## src/rtl/gld_regs.vh

```
// Register map, field layout and mode codes of the lookup decoder.
// Summary of operation
// Upper-B mode 00 leaves pins 15..12 as plain GPIO.
// Upper-B mode 01 drives pin 14 from two-input table B by pins 13..12.
// Upper-B mode 10 drives pin 15 from three-input table B by pins 14..12.
// Host writes reserved bits as zero and never selects upper mode 11.
// Lower-B mode 00 leaves pins 11..8 as plain GPIO.
// Lower-B mode 01 drives pin 10 from two-input table B by pins 9..8.
// Lower-B mode 10 drives pin 11 from low three-input table B by pins 10..8.
// Lower-B mode 11 drives pins 12 and 11 from dual tables B by pins 10..8.
// Upper-A mode 00 leaves pins 7..4 as plain GPIO.
// Upper-A mode 01 drives pin 6 from two-input table A by pins 5..4.
// Upper-A mode 10 drives pin 7 from three-input table A by pins 6..4.
// Lower-A mode 00 leaves pins 3..0 as plain GPIO.
// Lower-A mode 01 drives pin 2 from two-input table A by pins 1..0.
// Lower-A mode 10 drives pin 3 from low three-input table A by pins 2..0.
// Lower-A mode 11 drives pins 4 and 3 from dual tables A by pins 2..0.
// Two-input table B bits 7..4 map code on pins 13..12 to pin 14.
// Two-input table B bits 3..0 map code on pins 9..8 to pin 10.
// Two-input table A bits 7..4 map code on pins 5..4 to pin 6.
// A table half matters only while its group selects the two-input decode.
// Two-input table A bits 3..0 map code on pins 1..0 to pin 2.
// Three-input table B bit n drives pin 15 when pins 14..12 equal n.
// Three-input table A bit n drives pin 7 when pins 6..4 equal n.
// Decoded pins follow their selecting pins combinationally.
// Outside logic drives selecting pins only, never the decoded pins.
`ifndef GLD_REGS_VH
`define GLD_REGS_VH

`define GLD_ADDR_MODE_B       8'h20
`define GLD_ADDR_MODE_A       8'h21
`define GLD_ADDR_TWO_B        8'h22
`define GLD_ADDR_TWO_A        8'h23
`define GLD_ADDR_THREE_B      8'h24
`define GLD_ADDR_THREE_A      8'h25
`define GLD_ADDR_THREE_LOW_B  8'h26
`define GLD_ADDR_THREE_LOW_A  8'h27
`define GLD_ADDR_DUAL_FIRST_B 8'h28
`define GLD_ADDR_DUAL_SEC_B   8'h29
`define GLD_ADDR_DUAL_FIRST_A 8'h2a
`define GLD_ADDR_DUAL_SEC_A   8'h2b
`define GLD_ADDR_PIN_LO       8'h2c
`define GLD_ADDR_PIN_HI       8'h2d

`define GLD_REG_RESET         8'h00
`define GLD_READ_UNMAPPED     8'h00

`define GLD_HI_MSB            5
`define GLD_HI_LSB            4
`define GLD_LO_MSB            1
`define GLD_LO_LSB            0
`define GLD_HALF_HI_MSB       7
`define GLD_HALF_HI_LSB       4
`define GLD_HALF_LO_MSB       3
`define GLD_HALF_LO_LSB       0

`define GLD_PIN_CLEAR         16'h0000
`define GLD_BYTE_LO_MSB       7
`define GLD_BYTE_LO_LSB       0
`define GLD_BYTE_HI_MSB       15
`define GLD_BYTE_HI_LSB       8

`define GLD_UB_SEL2_MSB       13
`define GLD_UB_SEL3_MSB       14
`define GLD_UB_SEL_LSB        12
`define GLD_LB_SEL2_MSB       9
`define GLD_LB_SEL3_MSB       10
`define GLD_LB_SEL_LSB        8
`define GLD_UA_SEL2_MSB       5
`define GLD_UA_SEL3_MSB       6
`define GLD_UA_SEL_LSB        4
`define GLD_LA_SEL2_MSB       1
`define GLD_LA_SEL3_MSB       2
`define GLD_LA_SEL_LSB        0

`define GLD_UB_TWO_PIN        14
`define GLD_UB_THREE_PIN      15
`define GLD_LB_TWO_PIN        10
`define GLD_LB_THREE_PIN      11
`define GLD_LB_DUAL_HI_PIN    12
`define GLD_UA_TWO_PIN        6
`define GLD_UA_THREE_PIN      7
`define GLD_LA_TWO_PIN        2
`define GLD_LA_THREE_PIN      3
`define GLD_LA_DUAL_HI_PIN    4

`define GLD_MODE_GPIO         2'b00
`define GLD_MODE_TWO_TO_ONE   2'b01
`define GLD_MODE_THREE_TO_ONE 2'b10
`define GLD_MODE_THREE_TO_TWO 2'b11

`endif

```

## src/rtl/gld_lut8.v

```verilog
// Eight-entry single-bit lookup cell.
`timescale 1ns/1ns
module gld_lut8 (
    input  wire [7:0] table_bits,
    input  wire [2:0] sel,
    output wire       result
);

    assign result = table_bits[sel];

endmodule // gld_lut8

```

## src/rtl/gld_lookup_decoder.v

```verilog
// Lookup decoder of the GPIO expander with its table and mode registers.
`timescale 1ns/1ns
`include "gld_regs.vh"
module gld_lookup_decoder (
    input  wire        clk,
    input  wire        rst,
    input  wire [7:0]  reg_addr,
    input  wire [7:0]  reg_wdata,
    input  wire        reg_we,
    input  wire        reg_re,
    output reg  [7:0]  reg_rdata,
    output reg         reg_rvalid,
    input  wire [15:0] io_in,
    input  wire [15:0] gpio_data_out,
    input  wire [15:0] gpio_dir_out,
    output reg  [15:0] io_out,
    output reg  [15:0] io_oe,
    output wire [15:0] decode_active
);

    reg  [7:0]  logic_mode_bank_a;
    reg  [7:0]  logic_mode_bank_b;
    reg  [7:0]  two_input_table_bank_a;
    reg  [7:0]  two_input_table_bank_b;
    reg  [7:0]  three_input_table_bank_a;
    reg  [7:0]  three_input_table_bank_b;
    reg  [7:0]  three_input_table_low_a;
    reg  [7:0]  three_input_table_low_b;
    reg  [7:0]  dual_output_table_first_a;
    reg  [7:0]  dual_output_table_second_a;
    reg  [7:0]  dual_output_table_first_b;
    reg  [7:0]  dual_output_table_second_b;
    reg  [15:0] pin_meta;
    reg  [15:0] pin_sync;
    reg  [15:0] pin_sync_old;
    reg  [15:0] pin_level;
    reg  [7:0]  next_rdata;

    wire [1:0]  upper_b_group_mode;
    wire [1:0]  lower_b_group_mode;
    wire [1:0]  upper_a_group_mode;
    wire [1:0]  lower_a_group_mode;
    wire        lut_two_upper_b;
    wire        lut_two_lower_b;
    wire        lut_two_upper_a;
    wire        lut_two_lower_a;
    wire        lut_three_b;
    wire        lut_three_a;
    wire        lut_three_low_b;
    wire        lut_three_low_a;
    wire        lut_dual_first_b;
    wire        lut_dual_second_b;
    wire        lut_dual_first_a;
    wire        lut_dual_second_a;
    wire [1:0]  sel_two_upper_b;
    wire [1:0]  sel_two_lower_b;
    wire [1:0]  sel_two_upper_a;
    wire [1:0]  sel_two_lower_a;
    wire [2:0]  sel_three_upper_b;
    wire [2:0]  sel_three_lower_b;
    wire [2:0]  sel_three_upper_a;
    wire [2:0]  sel_three_lower_a;
    wire        wr_mode_a;
    wire        wr_mode_b;
    wire        wr_two_a;
    wire        wr_two_b;
    wire        wr_three_a;
    wire        wr_three_b;
    wire        wr_three_low_a;
    wire        wr_three_low_b;
    wire        wr_dual_first_a;
    wire        wr_dual_second_a;
    wire        wr_dual_first_b;
    wire        wr_dual_second_b;
    reg  [15:0] dec_mask;
    reg  [15:0] dec_value;

    // Mode fields of both banks.
    assign upper_b_group_mode = logic_mode_bank_b[`GLD_HI_MSB:`GLD_HI_LSB];
    assign lower_b_group_mode = logic_mode_bank_b[`GLD_LO_MSB:`GLD_LO_LSB];
    assign upper_a_group_mode = logic_mode_bank_a[`GLD_HI_MSB:`GLD_HI_LSB];
    assign lower_a_group_mode = logic_mode_bank_a[`GLD_LO_MSB:`GLD_LO_LSB];

    // Selecting pins of each group, taken straight from the pads.
    assign sel_two_upper_b   = io_in[`GLD_UB_SEL2_MSB:`GLD_UB_SEL_LSB];
    assign sel_two_lower_b   = io_in[`GLD_LB_SEL2_MSB:`GLD_LB_SEL_LSB];
    assign sel_two_upper_a   = io_in[`GLD_UA_SEL2_MSB:`GLD_UA_SEL_LSB];
    assign sel_two_lower_a   = io_in[`GLD_LA_SEL2_MSB:`GLD_LA_SEL_LSB];
    assign sel_three_upper_b = io_in[`GLD_UB_SEL3_MSB:`GLD_UB_SEL_LSB];
    assign sel_three_lower_b = io_in[`GLD_LB_SEL3_MSB:`GLD_LB_SEL_LSB];
    assign sel_three_upper_a = io_in[`GLD_UA_SEL3_MSB:`GLD_UA_SEL_LSB];
    assign sel_three_lower_a = io_in[`GLD_LA_SEL3_MSB:`GLD_LA_SEL_LSB];

    // One write strobe per mode and table register, so the pin level and unmapped addresses write nothing.
    assign wr_mode_a        = reg_we & (reg_addr == `GLD_ADDR_MODE_A);
    assign wr_mode_b        = reg_we & (reg_addr == `GLD_ADDR_MODE_B);
    assign wr_two_a         = reg_we & (reg_addr == `GLD_ADDR_TWO_A);
    assign wr_two_b         = reg_we & (reg_addr == `GLD_ADDR_TWO_B);
    assign wr_three_a       = reg_we & (reg_addr == `GLD_ADDR_THREE_A);
    assign wr_three_b       = reg_we & (reg_addr == `GLD_ADDR_THREE_B);
    assign wr_three_low_a   = reg_we & (reg_addr == `GLD_ADDR_THREE_LOW_A);
    assign wr_three_low_b   = reg_we & (reg_addr == `GLD_ADDR_THREE_LOW_B);
    assign wr_dual_first_a  = reg_we & (reg_addr == `GLD_ADDR_DUAL_FIRST_A);
    assign wr_dual_second_a = reg_we & (reg_addr == `GLD_ADDR_DUAL_SEC_A);
    assign wr_dual_first_b  = reg_we & (reg_addr == `GLD_ADDR_DUAL_FIRST_B);
    assign wr_dual_second_b = reg_we & (reg_addr == `GLD_ADDR_DUAL_SEC_B);

    // Register writes.
    always @(posedge clk) begin
        if (rst) begin
            logic_mode_bank_a          <= `GLD_REG_RESET;
            logic_mode_bank_b          <= `GLD_REG_RESET;
            two_input_table_bank_a     <= `GLD_REG_RESET;
            two_input_table_bank_b     <= `GLD_REG_RESET;
            three_input_table_bank_a   <= `GLD_REG_RESET;
            three_input_table_bank_b   <= `GLD_REG_RESET;
            three_input_table_low_a    <= `GLD_REG_RESET;
            three_input_table_low_b    <= `GLD_REG_RESET;
            dual_output_table_first_a  <= `GLD_REG_RESET;
            dual_output_table_second_a <= `GLD_REG_RESET;
            dual_output_table_first_b  <= `GLD_REG_RESET;
            dual_output_table_second_b <= `GLD_REG_RESET;
        end else begin
            if (wr_mode_a) begin
                logic_mode_bank_a <= reg_wdata;
            end
            if (wr_mode_b) begin
                logic_mode_bank_b <= reg_wdata;
            end
            if (wr_two_a) begin
                two_input_table_bank_a <= reg_wdata;
            end
            if (wr_two_b) begin
                two_input_table_bank_b <= reg_wdata;
            end
            if (wr_three_a) begin
                three_input_table_bank_a <= reg_wdata;
            end
            if (wr_three_b) begin
                three_input_table_bank_b <= reg_wdata;
            end
            if (wr_three_low_a) begin
                three_input_table_low_a <= reg_wdata;
            end
            if (wr_three_low_b) begin
                three_input_table_low_b <= reg_wdata;
            end
            if (wr_dual_first_a) begin
                dual_output_table_first_a <= reg_wdata;
            end
            if (wr_dual_second_a) begin
                dual_output_table_second_a <= reg_wdata;
            end
            if (wr_dual_first_b) begin
                dual_output_table_first_b <= reg_wdata;
            end
            if (wr_dual_second_b) begin
                dual_output_table_second_b <= reg_wdata;
            end
        end
    end

    // Pin levels pass four flip-flops before they are reported to software.
    always @(posedge clk) begin
        if (rst) begin
            pin_meta     <= `GLD_PIN_CLEAR;
            pin_sync     <= `GLD_PIN_CLEAR;
            pin_sync_old <= `GLD_PIN_CLEAR;
            pin_level    <= `GLD_PIN_CLEAR;
        end else begin
            pin_meta     <= io_in;
            pin_sync     <= pin_meta;
            pin_sync_old <= pin_sync;
            pin_level    <= (pin_sync & pin_sync_old) | (pin_level & (pin_sync | pin_sync_old));
        end
    end

    // Read data for the addressed register.
    always @* begin
        case (reg_addr)
            `GLD_ADDR_MODE_A:       next_rdata = logic_mode_bank_a;
            `GLD_ADDR_MODE_B:       next_rdata = logic_mode_bank_b;
            `GLD_ADDR_TWO_A:        next_rdata = two_input_table_bank_a;
            `GLD_ADDR_TWO_B:        next_rdata = two_input_table_bank_b;
            `GLD_ADDR_THREE_A:      next_rdata = three_input_table_bank_a;
            `GLD_ADDR_THREE_B:      next_rdata = three_input_table_bank_b;
            `GLD_ADDR_THREE_LOW_A:  next_rdata = three_input_table_low_a;
            `GLD_ADDR_THREE_LOW_B:  next_rdata = three_input_table_low_b;
            `GLD_ADDR_DUAL_FIRST_A: next_rdata = dual_output_table_first_a;
            `GLD_ADDR_DUAL_SEC_A:   next_rdata = dual_output_table_second_a;
            `GLD_ADDR_DUAL_FIRST_B: next_rdata = dual_output_table_first_b;
            `GLD_ADDR_DUAL_SEC_B:   next_rdata = dual_output_table_second_b;
            `GLD_ADDR_PIN_LO:       next_rdata = pin_level[`GLD_BYTE_LO_MSB:`GLD_BYTE_LO_LSB];
            `GLD_ADDR_PIN_HI:       next_rdata = pin_level[`GLD_BYTE_HI_MSB:`GLD_BYTE_HI_LSB];
            default:                next_rdata = `GLD_READ_UNMAPPED;
        endcase
    end

    always @(posedge clk) begin
        if (rst) begin
            reg_rdata  <= `GLD_READ_UNMAPPED;
            reg_rvalid <= 1'b0;
        end else begin
            reg_rvalid <= reg_re;
            if (reg_re) begin
                reg_rdata <= next_rdata;
            end
        end
    end

    // Two-input decodes use one half of a table each.
    gld_lut8 u_two_upper_b (
        .table_bits ({4'h0, two_input_table_bank_b[`GLD_HALF_HI_MSB:`GLD_HALF_HI_LSB]}),
        .sel        ({1'b0, sel_two_upper_b}),
        .result     (lut_two_upper_b)
    );

    gld_lut8 u_two_lower_b (
        .table_bits ({4'h0, two_input_table_bank_b[`GLD_HALF_LO_MSB:`GLD_HALF_LO_LSB]}),
        .sel        ({1'b0, sel_two_lower_b}),
        .result     (lut_two_lower_b)
    );

    gld_lut8 u_two_upper_a (
        .table_bits ({4'h0, two_input_table_bank_a[`GLD_HALF_HI_MSB:`GLD_HALF_HI_LSB]}),
        .sel        ({1'b0, sel_two_upper_a}),
        .result     (lut_two_upper_a)
    );

    gld_lut8 u_two_lower_a (
        .table_bits ({4'h0, two_input_table_bank_a[`GLD_HALF_LO_MSB:`GLD_HALF_LO_LSB]}),
        .sel        ({1'b0, sel_two_lower_a}),
        .result     (lut_two_lower_a)
    );

    // Three-input decodes.
    gld_lut8 u_three_b (
        .table_bits (three_input_table_bank_b),
        .sel        (sel_three_upper_b),
        .result     (lut_three_b)
    );

    gld_lut8 u_three_a (
        .table_bits (three_input_table_bank_a),
        .sel        (sel_three_upper_a),
        .result     (lut_three_a)
    );

    gld_lut8 u_three_low_b (
        .table_bits (three_input_table_low_b),
        .sel        (sel_three_lower_b),
        .result     (lut_three_low_b)
    );

    gld_lut8 u_three_low_a (
        .table_bits (three_input_table_low_a),
        .sel        (sel_three_lower_a),
        .result     (lut_three_low_a)
    );

    // Dual-output decodes.
    gld_lut8 u_dual_first_b (
        .table_bits (dual_output_table_first_b),
        .sel        (sel_three_lower_b),
        .result     (lut_dual_first_b)
    );

    gld_lut8 u_dual_second_b (
        .table_bits (dual_output_table_second_b),
        .sel        (sel_three_lower_b),
        .result     (lut_dual_second_b)
    );

    gld_lut8 u_dual_first_a (
        .table_bits (dual_output_table_first_a),
        .sel        (sel_three_lower_a),
        .result     (lut_dual_first_a)
    );

    gld_lut8 u_dual_second_a (
        .table_bits (dual_output_table_second_a),
        .sel        (sel_three_lower_a),
        .result     (lut_dual_second_a)
    );

    // Pins taken over by the decoders and the values they carry.
    always @* begin
        dec_mask  = `GLD_PIN_CLEAR;
        dec_value = `GLD_PIN_CLEAR;
        case (upper_b_group_mode)
            `GLD_MODE_TWO_TO_ONE: begin
                dec_mask[`GLD_UB_TWO_PIN]  = 1'b1;
                dec_value[`GLD_UB_TWO_PIN] = lut_two_upper_b;
            end
            `GLD_MODE_THREE_TO_ONE: begin
                dec_mask[`GLD_UB_THREE_PIN]  = 1'b1;
                dec_value[`GLD_UB_THREE_PIN] = lut_three_b;
            end
            default: begin
            end
        endcase
        case (upper_a_group_mode)
            `GLD_MODE_TWO_TO_ONE: begin
                dec_mask[`GLD_UA_TWO_PIN]  = 1'b1;
                dec_value[`GLD_UA_TWO_PIN] = lut_two_upper_a;
            end
            `GLD_MODE_THREE_TO_ONE: begin
                dec_mask[`GLD_UA_THREE_PIN]  = 1'b1;
                dec_value[`GLD_UA_THREE_PIN] = lut_three_a;
            end
            default: begin
            end
        endcase
        case (lower_b_group_mode)
            `GLD_MODE_TWO_TO_ONE: begin
                dec_mask[`GLD_LB_TWO_PIN]  = 1'b1;
                dec_value[`GLD_LB_TWO_PIN] = lut_two_lower_b;
            end
            `GLD_MODE_THREE_TO_ONE: begin
                dec_mask[`GLD_LB_THREE_PIN]  = 1'b1;
                dec_value[`GLD_LB_THREE_PIN] = lut_three_low_b;
            end
            `GLD_MODE_THREE_TO_TWO: begin
                dec_mask[`GLD_LB_THREE_PIN]    = 1'b1;
                dec_mask[`GLD_LB_DUAL_HI_PIN]  = 1'b1;
                dec_value[`GLD_LB_THREE_PIN]   = lut_dual_first_b;
                dec_value[`GLD_LB_DUAL_HI_PIN] = lut_dual_second_b;
            end
            default: begin
            end
        endcase
        case (lower_a_group_mode)
            `GLD_MODE_TWO_TO_ONE: begin
                dec_mask[`GLD_LA_TWO_PIN]  = 1'b1;
                dec_value[`GLD_LA_TWO_PIN] = lut_two_lower_a;
            end
            `GLD_MODE_THREE_TO_ONE: begin
                dec_mask[`GLD_LA_THREE_PIN]  = 1'b1;
                dec_value[`GLD_LA_THREE_PIN] = lut_three_low_a;
            end
            `GLD_MODE_THREE_TO_TWO: begin
                dec_mask[`GLD_LA_THREE_PIN]    = 1'b1;
                dec_mask[`GLD_LA_DUAL_HI_PIN]  = 1'b1;
                dec_value[`GLD_LA_THREE_PIN]   = lut_dual_first_a;
                dec_value[`GLD_LA_DUAL_HI_PIN] = lut_dual_second_a;
            end
            default: begin
            end
        endcase
    end

    assign decode_active = dec_mask;

    // Decoded pins override the GPIO data and direction without any clock edge.
    always @* begin
        io_out = (gpio_data_out & ~dec_mask) | (dec_value & dec_mask);
        io_oe  = gpio_dir_out | dec_mask;
    end

endmodule // gld_lookup_decoder

```

## config.mk

```make
export PLATFORM = sky130hd
export DESIGN_NAME = gld_lookup_decoder
export DESIGN_NICKNAME = d
export VERILOG_FILES = /design/src/rtl/gld_lut8.v /design/src/rtl/gld_lookup_decoder.v
export VERILOG_INCLUDE_DIRS = /design/src /design/src/rtl
export SDC_FILE = /design/constraint.sdc
export NUM_CORES = 1
export LEC_CHECK = 0
export BUFFER_PORTS_ARGS = -buffer_cell sky130_fd_sc_hd__buf_2
export CAP_MARGIN = 5
export CELL_PAD_IN_SITES_DETAIL_PLACEMENT = 2
export CELL_PAD_IN_SITES_GLOBAL_PLACEMENT = 2
export CORE_ASPECT_RATIO = 1.1
export CORE_UTILIZATION = 32
export DETAILED_ROUTE_END_ITERATION = 6
export PLACE_DENSITY = 0.76
export SLEW_MARGIN = 30
export SYNTH_ARGS = -nofsm -noshare
export SYNTH_HDL_FRONTEND = slang
export SYNTH_HIERARCHICAL = 1
export SYNTH_SLANG_ARGS = --single-unit
```

## constraint.sdc

```tcl
create_clock -name clk -period 1.7 [get_ports clk]
set_input_delay 0.17 -clock clk [delete_from_list [all_inputs] [get_ports clk]]
set_output_delay 0.17 -clock clk [all_outputs]
set_load 0.01 [all_outputs]
```

==> qor.csv, run 1 <==
stage;metric;value;unit
floorplan;row cnt;59;
final_layout;Syn-to-layout area delta;32.9;%
timing;post-route setup slack;-0.494;ns
cts;clock root cell;clkbuf_16;
synthesis;Post-synth EDFFs;0;
placed_design;GP Congestion;0.890;
final_layout;fin util;0.437;
placed_design;Post-DP Area;9610;sq um
synthesis;Synth Area in Compound Gates;0.107;
placed_design;pre-CTS WS;-0.346;ns
detailed_routing;Total Routed Length;34800;um
synthesis;Yosys reg bits;169;
synthesis;main combinational cell family by area after synthesis;multiplexers;
floorplan;chip width;151;um
final_layout;fillers;2596;
timing;Slew Viols, Final;0;
cts;TritonCTS clock tree;yes;
critical_path;Critical Path End Type;output pin;
timing;Max Fclk;0.456;GHz
critical_path;CP top delay family;multiplexers;
hold_path;Min-Delay Path Class;input pin to flip-flop;
cts;clk slew on worst S/H paths;0.08;ns
timing;Slew headroom;0.529;
final_layout;commonest non-fill, non-tap cell in the layout;buf_4;
global_routing;vias in the first global route;8336;
timing;Max Clock Skew;0.00646;ns
critical_path;startpoint types;flip-flop;
global_routing;first-pass GRT wire length;52300;um
flow_run;Max Cap Viol;0;
placed_design;number of buffers inserted by port buffering;94;
synthesis;Post-Synthesis Cell Area;7870;sq um
final_layout;share of layout cells above drive strength 1;0.384;
synthesis;Simple-Gate Fraction of Synth Area;0.177;
detailed_routing;initial drt markers;388;
cts;H-tree Lvls;4;
global_routing;total congestion overflow;0;
timing;count of final hold-check violations;0;
global_routing;antenna violations before repair;0;
global_routing;total track usage;0.286;
timing;setup TNS;-4.07;ns
floorplan;total core area;23900;sq um
timing;unrepaired setup endpoints after global routing;yes;
timing;final worst path period need;2.19;ns
synthesis;mux cell area share after synthesis;0.238;
floorplan;chip height;166;um
cts;Clock Tree Buf Depth;2;
critical_path;Critical-path top delay cell;mux4_2;
status;failing checks;negative setup slack;
synthesis;Mapped Cells;804;
synthesis;dominant synthesized flop cell;dfxtp_1;
synthesis;xor and xnor fraction of the mapped netlist area;0;
detailed_routing;routed len/inst;25.8;um
critical_path;Critical Path Most Common Cell;mux2_4;
critical_path;worst-path cell chain;mux4_2 > mux2_4 > mux2_4 > buf_6;
timing;worst-margin pin slew;0.706;ns
critical_path;CP bufs+invs;1;
synthesis;Yosys warning count;6;
cts;worst skew pair latency;0.45;ns
synthesis;synthesized area per cell;9.78;sq um
detailed_routing;post-route ant nets;0;
critical_path;Crit path required time;1.53;ns
final_layout;Finished Cell Area;10400;sq um
pwr;Pwr per Cell Area;833;nW/um^2
timing;Final Setup Violations;11;
cts;Num CTS Buffers;17;
timing;final worst path period share;1.29;
synthesis;sequential fraction of the synthesis area;0.430;
synthesis;Async S/R FF share, synth;0;
floorplan;Starting Density;0.329;
critical_path;CP Data Arrival Time;2.02;ns
pwr;maximum vdd ir drop;0.466;mV
detailed_routing;First-pass DRT Iterations;5;
global_routing;largest net degree at the start of global routing;161;
pwr;leakage power;4.35;nW
placed_design;dpl hpwl;23000;um
detailed_routing;DR DRC count;0;
final_layout;most frequent cells in the layout;buf_4, dfxtp_1, mux2i_1;
synthesis;Synth cell types;49;
floorplan;# IOs;125;
critical_path;worst-path fanout max;3;
detailed_routing;Vias;7381;
critical_path;Worst path max stage delay;0.53;ns
status;status;finished, violations left;
floorplan;Die ar.;25200;sq um
synthesis;post-synthesis adder-cell area fraction;0;
pwr;Pwr Total;8.70;mW
detailed_routing;Avg Vias per Cell;5.49;
final_layout;number of diodes;0;
cts;clock sinks;169;
critical_path;Setup Crit Path Kind;flip-flop to output pin;
final_layout;Final nets;1095;
==> through the flow <==
stage	hold slack, ns	std cells
after floorplan	0.298	833
after CTS	0.000766	1345
after global placement	0.340	1294
after detailed placement	0.340	1294
after global routing	0.0247	1345
final	0.0102	1345
==> synthesized netlist by cell type, types with 4 or more instances <==
cell type | count | area share
a221oi_1 | 8 | 0.0089
a22o_1 | 8 | 0.0089
nor2_1 | 80 | 0.038
nor2_2 | 6 | 0.0048
buf_2 | 14 | 0.0089
mux2i_1 | 87 | 0.11
mux2_2 | 29 | 0.042
dfxtp_1 | 169 | 0.43
nor2b_1 | 63 | 0.050
o21ai_0 | 39 | 0.025
a32oi_1 | 5 | 0.0056
a31oi_1 | 4 | 0.0032
or2_2 | 10 | 0.0080
nand3_1 | 27 | 0.017
and2_1 | 5 | 0.0040
buf_1 | 5 | 0.0024
a22oi_1 | 10 | 0.0095
buf_4 | 20 | 0.019
nand2_1 | 66 | 0.031
a21oi_1 | 51 | 0.032
mux4_1 | 24 | 0.080
clkbuf_1 | 35 | 0.017
==> timing repair <==
item	CTS	global route
buffers inserted	14	0
resized for setup	86	17
gates cloned	0	0
setup endpoints to repair	13	16
pin swaps	2	2
hold buffers	5	0
hold endpoints to repair	5	0
==> layer usage <==
layer	vias up	share of wire	track usage
li1	3246	-	-
met5	-	0	0
met3	122	0.050	0.0493
met4	0	0.060	0.181
met1	3744	0.37	0.319
met2	269	0.51	0.497
==> cell type report <==
| type | instances | area (sq um) | share of cell area |
|---|---|---|---|
| multi-input combinational | 589 | 4230 | 0.404 |
| sequential | 169 | 3440 | 0.329 |
| timing repair buffer | 249 | 1830 | 0.175 |
| clock buffer | 17 | 425 | 0.0407 |
| tap | 305 | 382 | 0.0365 |
| clock inverter | 15 | 145 | 0.0139 |
| inverter | 1 | 3.75 | 0.000359 |
==> power by group <==
part | switching, mW | internal [mW] | total (mW)
clock | 1.95 | 1.96 | 3.91
combinational | 0.447 | 0.314 | 0.761
sequential | 0.0248 | 4.01 | 4.03
==> state kept, by name, indices dropped and copies added (netlist names), 8 cells and up <==
register,flops
two_input_table_bank_a,8
logic_mode_bank_a,8
three_input_table_low_b,8
dual_output_table_first_b,8
three_input_table_bank_b,8
dual_output_table_first_a,8
three_input_table_low_a,8
two_input_table_bank_b,8
three_input_table_bank_a,8
pin_sync,16
pin_sync_old,16
reg_rdata,8
pin_meta,16
dual_output_table_second_a,8
dual_output_table_second_b,8
pin_level,16
logic_mode_bank_b,8
==> worst paths after layout <==
path	from	slack, ns	cells after the start	end
worst max-delay path	three_input_table_bank_b[5]	-0.49	4	io_out[15]
worst min-delay path	io_in[5]	0.01	2	pin_meta[5]
worst max register to register	dual_output_table_second_b[3]	-0.06	6	reg_rdata[3]
worst min register to register	pin_meta[4]	0.44	1	pin_sync[4]
==> worst register-to-register path, cell delays in order, from the launching register on <==
cell and delay, ns:
dfxtp_4 0.36, buf_6 0.13, mux4_2 0.50, nor2b_2 0.13
nor3_1 0.06, a2111oi_2 0.33, o21ai_1 0.13
==> cells by family after synthesis <==
group / count (synthesis)
mux: 142
simple gates: 279
other cells: 1
buf+inv: 75
compound gates: 138
flops: 169
Power figures use the tool's default switching activity.
==> run 2, diff against run 1 <==
==> constraint.sdc (replaced) <==
create_clock -name clk -period 1.7 [get_ports clk]
set_input_delay 0.34 -clock clk [delete_from_list [all_inputs] [get_ports clk]]
set_output_delay 0.34 -clock clk [all_outputs]
set_load 0.01 [all_outputs]
==> run 2 against run 1 <==
Effect of this change:
- the run still ends with negative setup slack left
- global-route usage is 2.4 points higher
- cell count up 2.7%
- sequential cell count unchanged
- first-iteration DRC count rose by 39%
- sequential share of layout area fell by 1.7 points
- final area rose by 6.5%
- sequential power barely moved
- count of clock-buffer cells in the layout rose by 2
- via count increased by 7.3%
==> qor.csv, run 2 (synthesized netlist as in run 1, its figures left out) <==
stage;metric;value;unit;change
floorplan;# IOs;125;;unchanged
timing;setup TNS;-6.21;ns;-2.14 ns
critical_path;worst-path fanout max;2;;-1
cts;hold_buf cts;0;;-5
global_routing;antenna violations before repair;1;;+1
critical_path;CP bufs+invs;1;;unchanged
status;status;finished, violations left;;
cts;TritonCTS clock tree;yes;;
final_layout;Syn-to-layout area delta;41.5;%;
final_layout;share of layout cells above drive strength 1;0.443;;+0.0597
final_layout;fin util;0.465;;+0.0286
cts;H-tree Lvls;4;;unchanged
critical_path;Critical Path End Type;output pin;;
detailed_routing;Vias;7921;;+7.3%
timing;unrepaired setup endpoints after global routing;yes;;
cts;clock root cell;clkbuf_16;;
final_layout;Final nets;1131;;+3.3%
global_routing;largest net degree at the start of global routing;83;;-48%
critical_path;R2R cell count;7;;+1
critical_path;Critical R2R Capture;reg_rdata[3];;
pwr;Pwr per Cell Area;815;nW/um^2;-2.2%
timing;final worst path period need;2.34;ns;+0.150 ns
detailed_routing;Total Routed Length;40800;um;+17%
critical_path;Critical-path top delay cell;mux4_2;;
cts;Num CTS Buffers;17;;unchanged
timing;post-route setup slack;-0.644;ns;-0.150 ns
floorplan;Starting Density;0.329;;unchanged
placed_design;number of buffers inserted by port buffering;94;;unchanged
global_routing;total congestion overflow;0;;unchanged
flow_run;Max Cap Viol;0;;unchanged
timing;WHS;0.109;ns;+0.0992 ns
detailed_routing;initial drt markers;540;;+39%
critical_path;startpoint types;flip-flop;;
critical_path;Crit path required time;1.36;ns;-0.17 ns
pwr;maximum vdd ir drop;0.553;mV;+19%
placed_design;dpl hpwl;24500;um;+6.2%
hold_path;hold depth;2;;unchanged
placed_design;GP Congestion;0.911;;+2.4%
hold_path;Hold EP;pin_meta[3];;
floorplan;chip width;151;um;unchanged
hold_path;Min-Delay Path Class;input pin to flip-flop;;
critical_path;CP Data Arrival Time;2.00;ns;-0.02 ns
floorplan;Die ar.;25200;sq um;unchanged
timing;Slew headroom;0.551;;+0.0215
placed_design;pre-CTS WS;-0.568;ns;-0.221 ns
hold_path;Hold Path Origin;io_in[3];;
critical_path;Worst path max stage delay;0.51;ns;-0.02 ns
timing;Max Fclk;0.427;GHz;-6.4%
detailed_routing;First-pass DRT Iterations;5;;unchanged
critical_path;worst r2r src;dual_output_table_second_b[3];;
pwr;leakage power;4.61;nW;+5.9%
cts;worst skew pair latency;0.44;ns;about the same
global_routing;first-pass GRT wire length;56300;um;+7.6%
timing;Final Setup Violations;23;;+12
detailed_routing;DR DRC count;0;;unchanged
critical_path;worst reg-to-reg setup slack;-0.21;ns;-0.15 ns
timing;final worst path period share;1.38;;+0.0881
timing;Slew Viols, Final;0;;unchanged
detailed_routing;post-route ant nets;0;;unchanged
floorplan;row cnt;59;;unchanged
global_routing;vias in the first global route;8529;;+2.3%
cts;Clock Tree Buf Depth;2;;unchanged
timing;worst-margin pin slew;0.667;ns;-0.0392 ns
status;failing checks;negative setup slack;;
final_layout;most frequent cells in the layout;buf_4, dfxtp_1, mux2i_1;;
detailed_routing;routed len/inst;29.6;um;+14%
final_layout;number of diodes;0;;unchanged
timing;count of final hold-check violations;0;;unchanged
critical_path;worst-path cell chain;mux4_2 > mux2_4 > mux2i_4 > a21oi_2 > buf_2;;
critical_path;Setup Crit Path Kind;flip-flop to output pin;;
critical_path;CP top delay family;multiplexers;;
final_layout;commonest non-fill, non-tap cell in the layout;buf_4;;
floorplan;chip height;166;um;unchanged
timing;Max Clock Skew;0.00882;ns;+0.00236 ns
detailed_routing;Avg Vias per Cell;5.74;;+4.5%
cts;clock sinks;169;;unchanged
global_routing;total track usage;0.310;;+0.0239
floorplan;total core area;23900;sq um;unchanged
cts;clk slew on worst S/H paths;0.07;ns;about the same
## run 2: changes by cell type in the layout (fill, tap and decap cells not counted), moves of 7 or more
cell / delta
buf_6: +12
buf_2: -11
or2_2: -7
or2_4: +7
buf_4: +36
dfxtp_4: +9
nor2b_1: -9
## run 2: power breakdown
group | total, mW | internal [mW] | switching, mW
clock network | 4.19 | 2.37 | 1.82
registers | 4.02 | 3.99 | 0.0271
logic | 0.859 | 0.356 | 0.503
total | 9.07 | 6.72 | 2.35
## run 2: how the worst max path moves through the flow
| stage | from | to | slack (ns) | depth (start not counted) |
|---|---|---|---|---|
| floorplan | reg_addr[4] | reg_rdata[0] | -0.14 | 5 |
| finish | dual_output_table_first_a[6] | io_out[3] | -0.64 | 5 |
| global placement | reg_addr[2] | reg_rdata[3] | -0.54 | 7 |
| detailed placement | reg_addr[2] | reg_rdata[3] | -0.57 | 8 |
| global route | dual_output_table_first_a[6] | io_out[3] | -0.66 | 5 |
| CTS | dual_output_table_second_b[2] | io_out[12] | -0.62 | 4 |
## run 2: per-stage QoR
| step | total power [mW] | area, sq um | instances |
|---|---|---|---|
| 6_report | 9.07 | 11100 | 1381 |
| 2_1_floorplan | 4.51 | 8030 | 833 |
| 3_3_place_gp | 4.84 | 9920 | 1327 |
| 5_1_grt | 9.28 | 11100 | 1381 |
| 3_5_place_dp | 4.86 | 9920 | 1327 |
| 4_1_cts | 8.99 | 10900 | 1374 |
## run 2: layout make-up
cell class                 count  area [sq um]
sequential                   169          3470
tap                          305           382
clock inverter                13           168
multi-input combinational    589          4460
clock buffer                  19           443
fill                        2525         12800
inverter                       1          3.75
timing repair buffer         285          2210
## run 2: timing repair
action,CTS,global route
resized for setup,105,46
setup buffers,16,8
pin swaps,7,8
setup endpoints to repair,28,52
## run 2: routing by layer
| metal | part of all wire | global-route usage | routed length (um) | up-vias |
|---|---|---|---|---|
| met5 | 0 | 0 | 0 | - |
| met4 | 0.058 | 0.188 | 2360 | 0 |
| li1 | - | - | - | 3321 |
| met3 | 0.049 | 0.0504 | 1990 | 142 |
| met1 | 0.39 | 0.355 | 16000 | 4095 |
| met2 | 0.50 | 0.534 | 20500 | 363 |
